<file path="src/verilog/tefl_defs.vh">
// Constants for the timer event-flag logic.
`ifndef TEFL_DEFS_VH
`define TEFL_DEFS_VH
`define TEFL_CNT_W 16
`define TEFL_NCH 2
`define TEFL_CNT_MAX 16'hFFFF
`define TEFL_CNT_ZERO 16'h0000
`define TEFL_EDGE_OFF 2'h0
`define TEFL_EDGE_RISE 2'h1
`define TEFL_EDGE_FALL 2'h2
`define TEFL_EDGE_ANY 2'h3
`define TEFL_MODE_CAPTURE 2'h0
`define TEFL_MODE_COMPARE 2'h1
`define TEFL_MODE_PWM 2'h2
`define TEFL_DIR_UP 1'b0
`define TEFL_DIR_DOWN 1'b1
`endif

</file>
<file path="src/verilog/tefl_top.v">
// Counter, event detection and flags of a 16-bit timer with two channels.
// Contract
// - Free-running counter wraps 0xFFFF to zero.
// - Overflow flag set on free-run wrap.
// - Overflow flag set on modulus-to-zero step.
// - Up/down: overflow flag set at the reversal at modulus.
// - Up/down: zero count is period midpoint.
// - Edge select: rising, falling, either, none.
// - Capture channel flag set on selected edge.
// - Compare channel flag set on counter match.
// - Edge PWM flag set at duty match.
// - Center PWM matches twice per period.
// - Center PWM flag set at both matches.
// - Flags cleared only by two-step sequence.
// - Sequence: read flag as one, write zero.
// - Event between steps restarts sequence.
// - Enabled flag drives level interrupt request.
// - Center select chooses up/down counting.
`timescale 1ns/10ps
`default_nettype none
`include "tefl_defs.vh"
module tefl_top (
   // Clock and reset
   input wire clk,
   input wire rst,
   // Counting control
   input wire count_en,
   input wire center_align_select,
   input wire [15:0] modulus,
   // Channel configuration, two channels packed
   input wire [3:0] chan_mode,
   input wire [3:0] edge_level_select,
   input wire [31:0] chan_value,
   input wire [1:0] chan_pin,
   // Interrupt enables
   input wire overflow_irq_enable,
   input wire [1:0] channel_irq_enable,
   // Software flag access
   input wire ovf_rd,
   input wire ovf_wr_zero,
   input wire [1:0] chan_rd,
   input wire [1:0] chan_wr_zero,
   // Status
   output reg [15:0] count_ff,
   output reg count_dir_ff,
   output reg overflow_flag,
   output reg [1:0] channel_event_flag,
   output reg overflow_irq_ff,
   output reg [1:0] channel_irq_ff
);
   reg [15:0] nxt_count;
   reg nxt_dir;
   reg ovf_evt;
   reg [1:0] pin_ff;
   reg [1:0] chan_evt;
   wire [15:0] limit;
   wire ovf_q;
   wire [1:0] chan_q;
   integer i;

   // Modulus zero means the full 16-bit range in up-counting mode.
   assign limit = (modulus == `TEFL_CNT_ZERO) ? `TEFL_CNT_MAX : modulus;

   // Edge decode used by every capture channel.
   function edge_hit;
      input [1:0] sel;
      input prev;
      input cur;
      begin
         case (sel)
            `TEFL_EDGE_RISE: edge_hit = ~prev & cur;
            `TEFL_EDGE_FALL: edge_hit = prev & ~cur;
            `TEFL_EDGE_ANY: edge_hit = prev ^ cur;
            default: edge_hit = 1'b0;
         endcase
      end
   endfunction

   // Next count and overflow event for both counting modes.
   always @* begin
      nxt_count = count_ff;
      nxt_dir = count_dir_ff;
      ovf_evt = 1'b0;
      if (count_en) begin
         if (!center_align_select) begin
            nxt_dir = `TEFL_DIR_UP;
            if (count_ff >= limit) begin
               nxt_count = `TEFL_CNT_ZERO;
               ovf_evt = 1'b1;
            end else begin
               nxt_count = count_ff + 16'h0001;
            end
         end else if (count_dir_ff == `TEFL_DIR_UP) begin
            if (count_ff >= modulus) begin
               // Reversal at the terminal count ends the period.
               nxt_dir = `TEFL_DIR_DOWN;
               nxt_count = count_ff - 16'h0001;
               ovf_evt = 1'b1;
            end else begin
               nxt_count = count_ff + 16'h0001;
            end
         end else begin
            // Zero is the middle of the period, so no flag here.
            if (count_ff == `TEFL_CNT_ZERO) begin
               nxt_dir = `TEFL_DIR_UP;
               nxt_count = count_ff + 16'h0001;
            end else begin
               nxt_count = count_ff - 16'h0001;
            end
         end
      end
   end

   // Channel events; a match is taken once per count value visited.
   always @* begin
      for (i = 0; i < 2; i = i + 1) begin
         case (chan_mode[2*i +: 2])
            `TEFL_MODE_CAPTURE:
               chan_evt[i] = edge_hit(edge_level_select[2*i +: 2],
                  pin_ff[i], chan_pin[i]);
            `TEFL_MODE_COMPARE, `TEFL_MODE_PWM:
               // In up/down mode the value is passed up and down.
               chan_evt[i] = count_en &&
                  (count_ff == chan_value[16*i +: 16]);
            default: chan_evt[i] = 1'b0;
         endcase
      end
   end

   // Counter, pin history and interrupt outputs.
   always @(posedge clk or posedge rst) begin
      if (rst) begin
         count_ff <= `TEFL_CNT_ZERO;
         count_dir_ff <= `TEFL_DIR_UP;
         pin_ff <= 2'h0;
         overflow_flag <= 1'b0;
         channel_event_flag <= 2'h0;
         overflow_irq_ff <= 1'b0;
         channel_irq_ff <= 2'h0;
      end else begin
         count_ff <= nxt_count;
         count_dir_ff <= nxt_dir;
         pin_ff <= chan_pin;
         overflow_flag <= ovf_q;
         channel_event_flag <= chan_q;
         // Level request follows the flag while enabled.
         overflow_irq_ff <= ovf_q & overflow_irq_enable;
         channel_irq_ff <= chan_q & channel_irq_enable;
      end
   end

   // Overflow flag.
   tefl_flag u_ovf (
      .clk(clk),
      .rst(rst),
      .event_in(ovf_evt),
      .rd_stb(ovf_rd),
      .wr_zero_stb(ovf_wr_zero),
      .flag_ff(ovf_q)
   );

   // Channel flags.
   tefl_flag u_ch0 (
      .clk(clk),
      .rst(rst),
      .event_in(chan_evt[0]),
      .rd_stb(chan_rd[0]),
      .wr_zero_stb(chan_wr_zero[0]),
      .flag_ff(chan_q[0])
   );
   tefl_flag u_ch1 (
      .clk(clk),
      .rst(rst),
      .event_in(chan_evt[1]),
      .rd_stb(chan_rd[1]),
      .wr_zero_stb(chan_wr_zero[1]),
      .flag_ff(chan_q[1])
   );
endmodule // tefl_top
`default_nettype wire

</file>
<file path="src/verilog/tefl_flag.v">
// One event flag with the read-then-write-zero clearing sequence.
`timescale 1ns/10ps
`default_nettype none
module tefl_flag (
   // Clock and reset
   input wire clk,
   input wire rst,
   // Event and software access
   input wire event_in,
   input wire rd_stb,
   input wire wr_zero_stb,
   // Flag state
   output reg flag_ff
);
   reg armed_ff;
   reg nxt_flag;
   reg nxt_armed;

   // A read of a set flag arms the clear; a new event disarms it again.
   always @* begin
      nxt_flag = flag_ff;
      nxt_armed = armed_ff;
      if (rd_stb && flag_ff) begin
         nxt_armed = 1'b1;
      end
      if (wr_zero_stb && armed_ff) begin
         nxt_flag = 1'b0;
         nxt_armed = 1'b0;
      end
      if (event_in) begin
         nxt_flag = 1'b1; // Set wins over clear.
         nxt_armed = 1'b0;
      end
   end

   // Flag storage.
   always @(posedge clk or posedge rst) begin
      if (rst) begin
         flag_ff <= 1'b0;
         armed_ff <= 1'b0;
      end else begin
         flag_ff <= nxt_flag;
         armed_ff <= nxt_armed;
      end
   end
endmodule // tefl_flag
`default_nettype wire

</file>
<file path="config.mk">
export PLATFORM = sky130hd
export DESIGN_NAME = tefl_top
export DESIGN_NICKNAME = d
export VERILOG_FILES = /design/src/verilog/tefl_top.v /design/src/verilog/tefl_flag.v
export VERILOG_INCLUDE_DIRS = /design/src /design/src/verilog
export SDC_FILE = /design/constraint.sdc
export NUM_CORES = 1
export LEC_CHECK = 0
export ABC_AREA = 1
export BUFFER_PORTS_ARGS = -buffer_cell sky130_fd_sc_hd__buf_2
export CAP_MARGIN = 10
export CORE_MARGIN = 4
export CORE_UTILIZATION = 50
export CTS_CLUSTER_DIAMETER = 50
export DETAILED_ROUTE_END_ITERATION = 10
export PLACE_DENSITY = 0.86
export SLEW_MARGIN = 15
export SYNTH_ARGS = -nofsm -noshare
export SYNTH_HDL_FRONTEND = slang
export SYNTH_SLANG_ARGS = --single-unit
</file>
<file path="constraint.sdc">
create_clock -name clk -period 2 [get_ports clk]
set_input_delay 0.4 -clock clk [delete_from_list [all_inputs] [get_ports clk]]
set_output_delay 0.4 -clock clk [all_outputs]
set_load 0.1 [all_outputs]
</file>
==> results of run 1 <==
## cell type report
| type | instances | area [sq um] | area share [%] |
|---|---|---|---|
| clock buffer | 7 | 86.3 | 1.63 |
| clock inverter | 1 | 5.00 | 0.0943 |
| inverter | 75 | 328 | 6.17 |
| multi-input combinational | 424 | 2830 | 53.2 |
| sequential | 31 | 808 | 15.2 |
| tap | 99 | 124 | 2.33 |
| timing repair buffer | 164 | 1130 | 21.3 |
## worst max-delay path: stages
cell                       delay, ns
sky130_fd_sc_hd__buf_8          0.11
sky130_fd_sc_hd__clkinv_4       0.04
sky130_fd_sc_hd__nand4_1        0.14
sky130_fd_sc_hd__nor2_2         0.17
sky130_fd_sc_hd__nand2_2        0.10
sky130_fd_sc_hd__clkinv_4       0.10
sky130_fd_sc_hd__buf_8          0.15
sky130_fd_sc_hd__nor2_1         0.07
sky130_fd_sc_hd__ha_1           0.28
sky130_fd_sc_hd__nand2_2        0.09
sky130_fd_sc_hd__nor4_4         0.27
sky130_fd_sc_hd__nand2_1        0.11
sky130_fd_sc_hd__nand3_2        0.11
sky130_fd_sc_hd__nand2_4        0.06
sky130_fd_sc_hd__nand2_4        0.09
sky130_fd_sc_hd__buf_12         0.15
sky130_fd_sc_hd__nor2_4         0.04
sky130_fd_sc_hd__nor2_2         0.10
sky130_fd_sc_hd__nor2_1         0.05
## state kept, by name, summed over array words and instances, names as in the netlist
| register | flops |
|---|---|
| channel_event_flag | 2 |
| channel_irq_ff | 2 |
| count_dir_ff | 1 |
| count_ff | 16 |
| overflow_flag | 1 |
| overflow_irq_ff | 1 |
| pin_ff | 2 |
| u_ch0.armed_ff | 1 |
| u_ch0.flag_ff | 1 |
| u_ch1.armed_ff | 1 |
| u_ch1.flag_ff | 1 |
| u_ovf.armed_ff | 1 |
| u_ovf.flag_ff | 1 |
## timing repair
item	in CTS	in global routing
gates resized for setup	48	58
setup endpoints to repair	18	19
buffers inserted	13	11
pin swaps	46	35
gates cloned	1	0
## worst paths after layout
check | from | endpoint | cells past startpoint
worst max-delay path | modulus[7] | count_ff[4] | 19
worst min-delay path | rst | u_ovf.armed_ff | 3
worst max register to register | count_ff[11] | count_ff[6] | 11
worst min register to register | u_ch1.flag_ff | channel_event_flag[1] | 0
max in group asynchronous | rst | count_ff[0] | 3
min in group clk | chan_pin[0] | pin_ff[0] | 1
## metal layers
layer	up-vias	GRT usage (%)
met5	-	0
met4	0	13.0
met3	61	6.09
met2	243	50.6
met1	1998	30.9
li1	2090	-
## kinds of logic after synthesis
family / synth area share, %
AND/OR/NAND/NOR: 37.2
AO/OA/AOI/OAI: 8.43
XOR/XNOR: 7.82
flip-flops: 21.0
adder cells (fa/ha/maj): 14.6
buffers and inverters: 11.0
## power groups by stage
stage	combinational [W]	sequential, W	clock (W)
CTS	0.00531	0.00118	0.000542
global placement	0.00483	0.00117	0
detailed placement	0.00500	0.00119	0
global route	0.00625	0.00125	0.000575
finish	0.00583	0.00122	0.000535
floorplan	0.00237	0.00263	0
## stage by stage
step,setup TNS [ns],hold slack [ns],total power (W),utilization [%]
2_1_floorplan,-3.81,0.394,0.00500,-
3_3_place_gp,-10.14,0.408,0.00601,63.6
3_5_place_dp,-11.83,0.419,0.00619,63.6
4_1_cts,-4.60,0.191,0.00703,69.2
5_1_grt,-9.97,0.210,0.00807,73.6
6_report,-6.91,0.172,0.00758,73.6
## cell usage after synthesis, types with 4 or more instances
master | count | area [sq um]
sky130_fd_sc_hd__clkbuf_1 | 6 | 22.5
sky130_fd_sc_hd__xor2_1 | 25 | 219
sky130_fd_sc_hd__xnor2_1 | 8 | 70.1
sky130_fd_sc_hd__a21oi_1 | 18 | 90.1
sky130_fd_sc_hd__dfrtp_1 | 31 | 776
sky130_fd_sc_hd__nor2_1 | 84 | 315
sky130_fd_sc_hd__nand2_1 | 123 | 462
sky130_fd_sc_hd__o21ai_0 | 23 | 115
sky130_fd_sc_hd__nand3_1 | 20 | 100
sky130_fd_sc_hd__nor2_2 | 13 | 81.3
sky130_fd_sc_hd__inv_1 | 63 | 236
sky130_fd_sc_hd__ha_1 | 43 | 538
sky130_fd_sc_hd__inv_2 | 8 | 30.0
sky130_fd_sc_hd__buf_6 | 5 | 56.3
sky130_fd_sc_hd__nand4_1 | 24 | 150
sky130_fd_sc_hd__nor3_2 | 4 | 40.0
sky130_fd_sc_hd__nand2_2 | 5 | 31.3
sky130_fd_sc_hd__nor4_1 | 7 | 43.8
sky130_fd_sc_hd__buf_2 | 5 | 25.0
## placed cells by master, fill, tap and decap left out, drive strengths merged
cell / instances
a21oi: 18
nor2: 99
o21ai: 23
or2: 1
o2111ai: 3
dfrtp: 31
nor3: 8
buf: 164
xor2: 25
nand2: 128
o211ai: 2
clkbuf: 7
o21bai: 1
o221ai: 1
o211a: 1
a22o: 2
xnor2: 8
nand4: 25
o22ai: 1
inv: 68
nand3: 23
ha: 43
o21a: 2
nand3b: 2
nor4: 8
clkinv: 8
==> results.txt, run 1 <==
The first-pass GRT wire length was 19700 microns; the share of synthesized flip-flops with an asynchronous set or reset was 100%. The final count of hold timing violations was 0; the initial core utilization was 51.2%. After the first detailed-routing iteration, the DRC count stood at 366. The critical path in this run is classified as input pin to flop. Global routing finished with a remaining overflow of 0. Synthesis produced 549 cells. The clock network accounts for 7.1% of the total power. For the pin with the worst max-slew slack, the measured transition is 0.496 ns. The analysis attributes to cell leakage a power of 2.70 nW. The finished layout holds 801 standard cells, fillers aside. The run finished, with violations left. The via count is 4392.

The die extent in y is 94.0 microns. The setup check on the worst reg-to-reg path leaves a slack of -0.10 ns. The die covers 8830 sq um.

In this run the tightest slew margin relative to its limit is 66.6%. Class of the worst hold path: input pin to asynchronous set/reset pin. The final layout contains 815 nets. The tools report the number of max-slew violations in the final report as 0. The cell internal power dissipation was 0.00303 W. The highest layer touched by signal routing is met4. For this run, design rule violations remaining after detail routing come to 0. The slack of the critical path is -0.439 ns, and the number of cells after detailed placement is 768. Setup violations remaining at the end of the flow were counted as 18. The via density per instance was 5.48; the sum of met3 wire segment lengths after detailed routing was 961 microns.

The clock slew at the register clock pins of the worst setup and hold paths works out to 0.07 ns. STA classifies the critical path startpoint as an input pin. Based on the critical path, the design can be clocked at up to 0.410 GHz. Detail-routed net length per standard cell: 16.2 microns.

TritonCTS built the clock tree. TritonCTS created 5 clock buffers. Hold repair after CTS inserted 0 buffers. Across the VDD grid, the largest voltage drop is 0.000748 V. Setup repair after global routing could not meet its margin everywhere. During synthesis, Yosys emitted a total of 0 warnings. For the final database, setup skew stands at 0.00724 ns. At the later pin of the worst-skew pair, clock insertion delay measures 0.29 ns. Number of rows in the core area: 31. Synthesis inferred 31 register bits.

In the finished design, the share of the clock period the worst path needs comes to 122%. The average footprint of a synthesized cell was 6.73 sq um; the portion of total power attributed to combinational logic was 76.9%. After detailed placement, the total cell area comes to 4590 sq um. The number of optimization iterations in the first detailed-route pass was 5; the final RePlAce weighted congestion was 0.962.

At the placement stage, the worst setup path has a slack of -0.699 ns. The final reports fail on negative setup slack. The most used flip-flop cell after synthesis is sky130_fd_sc_hd__dfrtp_1.

For the post-route antenna net violation count, the log shows 0. The tree built by TritonCTS fans out to 31 sinks. The max-capacitance violation count was 0. Summed over all nets, the switching power comes to 0.00455 W. STA puts the critical path data arrival time at 2.62 ns. Detailed routing placed a total of 6650 microns of wire on met2.

For the met1 wire length, the log shows 4810 microns. The tree is rooted in a sky130_fd_sc_hd__clkbuf_8. Synthesis instantiated 40 different standard cells from the library. Entering global routing, the biggest net connects 32 pins. The width of the chip came out at 94.0 microns. The H-tree was split into 2 levels.

Layout-stage area growth over the synthesis result: 43.7%. HPWL reported at the end of detailed placement: 8560 microns. For the total nets after synthesis, the log shows 663. The run gives 519 as the number of fillers in the final layout. The core region is 7210 sq um.

The tools report the number of ports placed on the die boundary as 94. The post-layout instance area is 5310 sq um. The aggregate routed wire length was 13000 microns. Of the synthesized area, sequential elements account for 21.0%. For the number of antenna violations at the first check in global routing, the log shows 0. The longest clock path from root to sink contains 2 buffers. The fraction of power spent switching nets came out at 60.0%. The via count of the first global-routing pass was 4434. The count of buffers from port buffering was 93.

Of the cells placed in the final design, the portion with a size suffix greater than 1 is 42.2%. In this run, synthesis inferred 0 flip-flops with an integrated enable. For the worst endpoint required time, the log shows 2.18 ns. The share of total power dissipated in sequential elements is 16.1%. The shortest clock period the worst path allows after layout was 2.44 ns.

Dividing total power by cell area gives a power density of 1430 nW/um^2. The repair_antennas step left the layout with diodes totalling 0. In this run the worst path has a maximum fanout of 8. The worst setup path is captured at a flop.

The synthesized cell area came out at 3700 sq um. Global routing used 28.0% of the available tracks across all layers.
Power figures use the tool's default switching activity.
==> run 2, diff against run 1 <==
==> constraint.sdc (replaced) <==
create_clock -name clk -period 2 [get_ports clk]
set_input_delay 0.1 -clock clk [delete_from_list [all_inputs] [get_ports clk]]
set_output_delay 0.1 -clock clk [all_outputs]
set_load 0.1 [all_outputs]
==> run 2 against run 1 <==
- the flow still finishes with violations (negative setup slack)
- global-route usage fell by 2.4 points
- combinational power fell by 7.2%
- first-iteration DRC count fell by 14%
- worst hold slack got worse by 0.16 ns
- cell area fell by 5.6%
- highest routed layer unchanged
- largest power group unchanged
- flip-flop and latch count did not move
- cell count fell by 2.1%
==> results.txt, run 2 (synthesized netlist as in run 1, its figures left out) <==
For the worst flop-to-flop path, the logic depth is 15. The clock reaches the later pin of the worst-skew pair after 0.30 ns. Using the TritonRoute via totals, the vias-per-cell ratio works out to 5.25. The arrival time at the worst endpoint was 2.21 ns; the width of the chip was 94.0 microns. Leaving out fill and tap cells, the most frequent cells in the layout are sky130_fd_sc_hd__nand2_1 (114), sky130_fd_sc_hd__buf_2 (91), sky130_fd_sc_hd__nor2_1 (77). Counting along the longest clock path gives a buffer depth of 2. The tools report the root cell of the clock tree as sky130_fd_sc_hd__clkbuf_8.

The die extent in y came out at 94.0 microns. The terminus of the critical flop-to-flop path is count_ff[8]. The setup violation total in the final timing report is 8, and the post-route antenna net violation count is 0. The transition at the pin with the smallest max-transition slack is 0.825 ns, and the core region area is 7210 sq um.

The checks that failed: negative setup slack. For this design the total switching power over the nets is 0.00430 W. The critical path class was flop to flop. Clock tree synthesis inserted a total of 5 buffers. The total negative slack for setup checks came out at -0.118 ns.

The tools report the number of rows in the core area as 31. The maximum level of the CTS H-tree came out at 2. In the final layout, the share of cells above drive strength 1 is 36.8%. In this design, the stage delay of the slowest critical-path cell is 0.52 ns. The run gives 798 as the final layout net count. Sequential cells burn 16.9% of the power. Across the routed clock network, the largest skew measured is 0.0150 ns. The minimum hold slack was 0.00820 ns. The count of buffers from port buffering is 93.

The kind of cell adding the most delay to the critical path was simple AND/OR/NAND/NOR gates. In the finished design, the share of the clock period the worst path needs comes to 102%. TritonCTS built the clock tree.

For this run the aggregate overflow at the end of global routing stands at 0. Walking the worst path, the cells encountered are ha_4, nand2_4, inv_2, nand2_2, nor2_1, nor2_1, nand2_1, nand2_2, nand3_4, nand3_4, nand2_4, buf_12, nor2_2, nor2_1, nor2_1. Setup repair after global routing could not meet its margin everywhere. The tools report the number of ports placed on the die boundary as 94. The critical path contains buffers and inverters numbering 2 combined. 0 antenna diodes ended up in the layout.

Cell internal power was estimated by the tool at 0.00299 W. Wires add up to 11000 microns. The run gives 4138 as the via count of the first global-routing pass.

The cell that appears most often on the critical path is sky130_fd_sc_hd__nor2_1. The final RePlAce weighted congestion was 0.978; the HPWL reported at the end of detailed placement was 8750 microns. The run gives 0 as the final count of hold timing violations.

Entering global routing, the biggest net connects 35 pins. Initial core utilization: 51.2%. Of the total power, the share spent switching nets is 59.0%. At the worst endpoint, the required time is 2.17 ns.

Max-cap violations in this run came to 0. The number of antenna violations at the first check in global routing was 0. The share of total power dissipated in the clock network is 9.0%. For this block, the initial DRC count from the detailed router was 316. The worst setup path is captured at a flop.

The flow ran to the end, but the final reports show violations. Along the worst path, the maximum fanout reaches 9. The final route contains 4117 vias.

The clock drives 31 sinks. In this run, the combinational gates consume 74.1% of the power. For the headroom to the max-slew limit, the log shows 44.9%.

The worst path needs 2.04 ns of the cycle, external delays included. For the first-pass GRT wire length, the log shows 18300 microns. The slack of the critical path is -0.0415 ns. Leaving out fill and tap cells, the most frequent cell in the layout is sky130_fd_sc_hd__nand2_1. The hold path endpoint is channel_irq_ff[0]. From synthesis to final layout, the design area changed by 35.6%.

The die covers 8830 sq um. The path class of the tightest hold or removal check is input pin to flop. The number of remaining DRC errors is 0, and the critical path depth is 15. The register with the most flip-flops in the layout has 16 of them. The worst setup path is launched from a flop. The startpoint identified for the worst hold timing path is channel_irq_enable[0]. Dividing total power by cell area gives a power density of 1450 nW/um^2. IR analysis of the VDD net gives a maximum drop of 0.000556 V.

Register with the most flip-flops: count_ff. The highest achievable clock rate came out at 0.490 GHz. The detail-routed net length per standard cell works out to 14.1 microns. The worst hold path stage count was 3.

The clock slew at the register clock pins of the worst setup and hold paths was 0.08 ns; the number of fillers in the final layout was 574. The largest individual stage delay along the critical path comes from the cell sky130_fd_sc_hd__dfrtp_4. The number of max-slew violations in the final report came out at 0. For the reg-to-reg setup timing slack, the log shows -0.04 ns.

Summed over all cells, the static leakage comes to 2.59 nW. Global routing used 25.6% of the available tracks across all layers. The first detailed-routing pass ran for 4 iterations. Launch point of the worst reg-to-reg path: count_ff[7].
run 2: changes by cell type in the layout (fill, tap and decap cells not counted), moves of 4 or more:
cell / before / now
sky130_fd_sc_hd__inv_2: 19 / 14
sky130_fd_sc_hd__dfrtp_2: 11 / 5
sky130_fd_sc_hd__nor2_1: 64 / 77
sky130_fd_sc_hd__buf_6: 11 / 6
sky130_fd_sc_hd__dlygate4sd3_1: 0 / 4
sky130_fd_sc_hd__buf_2: 81 / 91
sky130_fd_sc_hd__inv_1: 44 / 55
sky130_fd_sc_hd__nor2_4: 16 / 2
sky130_fd_sc_hd__buf_4: 66 / 44
sky130_fd_sc_hd__dfrtp_4: 5 / 11
sky130_fd_sc_hd__buf_8: 4 / 0
run 2: power by group through the flow:
stage,clock [W],sequential (W),combinational (W)
4_1_cts,0.000675,0.00124,0.00513
3_3_place_gp,0,0.00121,0.00485
6_report,0.000659,0.00123,0.00541
3_5_place_dp,0,0.00124,0.00503
2_1_floorplan,0,0.00268,0.00239
5_1_grt,0.000695,0.00127,0.00587
run 2: metrics by stage:
stage / util (%) / std cells / power (W) / setup slack (ns) / area (sq um)
2_1_floorplan: - / 549 / 0.00507 / -0.0774 / 3810
3_3_place_gp: 64.4 / 770 / 0.00606 / -0.290 / 4650
3_5_place_dp: 64.4 / 770 / 0.00627 / -0.370 / 4650
4_1_cts: 67.4 / 783 / 0.00704 / -0.0163 / 4860
5_1_grt: 69.5 / 784 / 0.00783 / -0.176 / 5010
6_report: 69.5 / 784 / 0.00729 / -0.0415 / 5010
run 2: cell type report:
cell class | instances | area (sq um) | share of cell area [%]
timing repair inverter | 1 | 7.51 | 0.150
timing repair buffer | 146 | 913 | 18.2
inverter | 75 | 302 | 6.01
clock buffer | 6 | 82.6 | 1.65
sequential | 31 | 823 | 16.4
multi-input combinational | 424 | 2730 | 54.4
tap | 99 | 124 | 2.47
clock inverter | 2 | 35.0 | 0.699
run 2: tightest hold or removal path, cell delays in order:
cell and delay [ns]:
sky130_fd_sc_hd__buf_2 0.08, sky130_fd_sc_hd__nand2_1 0.04, sky130_fd_sc_hd__inv_1 0.04
run 2: how the worst max path moves through the flow:
stage,startpoint,end
after floorplan,count_ff[0],count_ff[12]
after global placement,modulus[14],count_ff[2]
after detailed placement,modulus[14],count_ff[8]
after CTS,count_ff[7],count_ff[8]
after global routing,count_ff[15],count_ff[2]
final,count_ff[7],count_ff[8]
run 2: routing by layer:
layer / track usage, % / up-vias / wire (microns)
met1: 30.9 / 1857 / 4510
met3: 4.25 / 39 / 762
met4: 10.7 / 0 / 392
met5: 0 / - / 0
met2: 44.8 / 168 / 5360
li1: - / 2053 / -
run 2: repair_timing:
item | in CTS | in global routing
endpoints found under the hold margin | 17 | 0
setup buffers | 0 | 1
cloned | 1 | 0
endpoints found under the setup margin | 15 | 19
pin swaps | 0 | 17
resized for setup | 12 | 39
hold buffers | 4 | 0
==> run 3, diff against run 2 <==
PLACE_DENSITY = 0.78   (was 0.86)
==> run 3 against run 2 <==
- the run still ends with negative setup slack left
- cell area rose by 3.6%
- combinational power up 2%
- worst hold slack improved by 0.067 ns
- critical path type unchanged
==> results.txt, run 3 (synthesized netlist as in run 1, its figures left out) <==
The number of buffers inserted during clock tree synthesis is 5, and the cell internal power dissipation is 0.00298 W. The maximum fanout encountered on the critical timing path was 4. In the layout the commonest cells are sky130_fd_sc_hd__nand2_1 (117), sky130_fd_sc_hd__buf_2 (87), sky130_fd_sc_hd__nor2_1 (73). For this design the total switching power over the nets is 0.00431 W. Clock-pin slew was measured on the worst setup and hold paths at 0.07 ns. For the maximum number of pins on one net before global-route repair, the log shows 23.

The count of cells along the worst register-to-register path came out at 15. The critical path starts at count_ff[7]. The checks that failed: negative setup slack. The final count of hold timing violations is 0, and the layout-stage area growth over the synthesis result is 40.6%.

STA classifies the critical path endpoint as a flop. The max-capacitance violation count is 0. Critical path class: flop to flop. Headroom to the max-slew limit came out at 45.4%. 0 antenna diodes ended up in the layout. The worst setup path is launched from a flop. Summing over every cut layer, the via total after detailed routing is 4096. The capturing instance or port of the critical path is count_ff[3]. Timing would allow up to 0.488 GHz.

Dividing the detail-routed wire length by the instance count gives 13.7 microns. The tools report the via count of the first global-routing pass as 4075. For the placement-stage cell area, the log shows 4690 sq um. For the static power due to leakage, the log shows 2.66 nW.

In this run the power density over the cells is 1400 nW/um^2. The die is 94.0 microns wide. The part of the cycle the worst path needs is 103%, and the largest clock skew in the final design is 0.00966 ns.

After the first detailed-routing iteration, the DRC count stood at 159. During placement, the flow inserted port buffers numbering 93. On the worst path, the slowest cell contributes a delay of 0.52 ns. The tools report the terminus of the critical flop-to-flop path as count_ff[3]. The aggregate routed wire length is 10900 microns. The worst path in the final design needs a cycle of 2.05 ns, including I/O delays and setup.

Across every metal layer, demand over resource in global routing totals 24.2%. Post-route antenna net violation count: 0. The wire-length estimate of the detail-placed layout is 8590 microns. The final RePlAce weighted congestion was 0.974. The launch point of the worst reg-to-reg path was count_ff[7]. Once the floorplan was initialized, standard cells occupied 51.2% of the core. The tools report the worst endpoint required time as 2.19 ns. The clock network burns 7.1% of the power. In this run switching power makes up 59.1% of total power.

For the number of max-slew violations in the final report, the log shows 0. The number of remaining DRC errors came out at 0. Traced cell by cell, the critical path runs through ha_4, nand2_1, inv_2, nand2_1, nor2_1, nor2_1, nand2_1, nand2_2, nand3_4, nand3_4, nand2_4, clkbuf_16, nor2_2, nor2_1, nor2_1. The die extent in y came out at 94.0 microns. The most common library cell in the layout ignoring fill and taps is sky130_fd_sc_hd__nand2_1. Root cell of the clock tree: sky130_fd_sc_hd__clkbuf_8. The slack of the critical path came out at -0.0504 ns.

The maximum clock path buffer count is 2, and the proportion of layout cells with a drive suffix above 1 is 38.9%. At the pin with the least slew margin, the transition time is 0.818 ns. The worst register-to-register path has a setup slack of -0.05 ns. The via density per instance was 5.13. The number of antenna violations at the first check in global routing was 0.

The core region area came out at 7210 sq um. By instance count, the cell type seen most on the critical path is sky130_fd_sc_hd__nor2_1. Setup violations remaining at the end of the flow were counted as 16. The later pin in the worst-skew pair is clocked with a latency of 0.29 ns. For the part of the power in registers, the log shows 17.3%. The core utilization of the finished layout came out at 72.0%. More flip-flops sit in one register than any other, and that register is count_ff. TritonCTS built the clock tree. The H-tree was split into 2 levels. The logs give 0.000633 V for the worst ir drop on vdd and 5190 sq um for the post-layout instance area. Global-route congestion overflow total: 0. Class of the worst hold path: input pin to flop. The minimum hold slack was 0.0748 ns; the arrival time at the worst endpoint was 2.24 ns.

Setup repair after global routing could not meet its margin everywhere. The first global-routing pass estimated 17500 microns of wire. The register with the most flip-flops in the layout has 16 of them.

The final layout net count was 813; the clock sink total was 31. Pin placement for this block handled 94 I/O pins. Combinational cells account for 75.6% of the total power. Excluding fillers, the count of instances in the completed layout stands at 799.

The slowest stage of the critical path is the sky130_fd_sc_hd__dfrtp_4 cell. The flow ran to the end, but the final reports show violations. The number of rows in the core area was 31. The first detailed-routing pass ran for 4 iterations. The overall die area came out at 8830 sq um. Once placement completed, the tool counted placed cells totaling 776.
[run 3: cell types whose count changed in the layout (fill, tap and decap cells not counted), sizes merged]
cell / change
buf: +12
clkbuf: +2
dlygate4sd3: +2
bufinv: -1
clkinv: +1
inv: -1
[run 3: worst min-delay path by stage]
stage                     from       endpoint  slack, ns  cells after the start
2_1_floorplan      chan_pin[0]      pin_ff[0]       0.13                      0
3_3_place_gp       chan_pin[0]      pin_ff[0]       0.24                      1
3_5_place_dp       chan_pin[1]      pin_ff[1]       0.24                      1
4_1_cts        chan_wr_zero[1]  u_ch1.flag_ff       0.07                      4
5_1_grt        chan_wr_zero[1]  u_ch1.flag_ff       0.11                      4
6_report       chan_wr_zero[1]  u_ch1.flag_ff       0.07                      4
[run 3: power by group through the flow]
stage	Combinational [W]	Sequential, W	Clock, W
final	0.00550	0.00126	0.000519
after global routing	0.00595	0.00130	0.000553
after CTS	0.00513	0.00124	0.000529
after detailed placement	0.00503	0.00124	0
after global placement	0.00488	0.00122	0
after floorplan	0.00239	0.00268	0
[run 3: timing repair]
item | 4_1_cts | 5_1_grt
hold endpoints to repair | 19 | 0
buffers inserted | 1 | 6
gates cloned | 1 | 1
pin swaps | 7 | 15
endpoints found under the setup margin | 17 | 19
hold buffers | 6 | 0
resized for setup | 10 | 57
[run 3: cell type report]
type                            instances  area [sq um]
Fill cell                             581          2020
Multi-Input combinational cell        424          2780
Sequential cell                        31           823
Clock buffer                            7          86.3
Timing Repair Buffer                  161          1070
Tap cell                               99           124
Clock inverter                          1          5.00
Timing Repair inverter                  1          7.51
Inverter                               75           304
[run 3: stage by stage]
step	setup slack (ns)	total power, W	setup TNS (ns)
6_report	-0.0504	0.00728	-0.404
5_1_grt	-0.210	0.00781	-2.57
4_1_cts	-0.00813	0.00690	-0.0117
3_5_place_dp	-0.374	0.00627	-6.13
3_3_place_gp	-0.311	0.00611	-4.99
2_1_floorplan	-0.0774	0.00507	-0.708
[run 3: worst max-delay path, delay by kind of cell (launching register included)]
family / cells / cell delay [ns]
simple gates: 12 / 0.94
flops: 1 / 0.52
fa+ha+maj: 1 / 0.28
buf+inv: 2 / 0.21
[run 3: layer usage]
metal / vias up / track usage [%] / share of wire (%)
li1: 2072 / - / -
met1: 1870 / 29.4 / 40
met2: 131 / 43.1 / 52
met3: 23 / 4.09 / 6.1
met4: 0 / 8.18 / 1.8
met5: - / 0 / 0
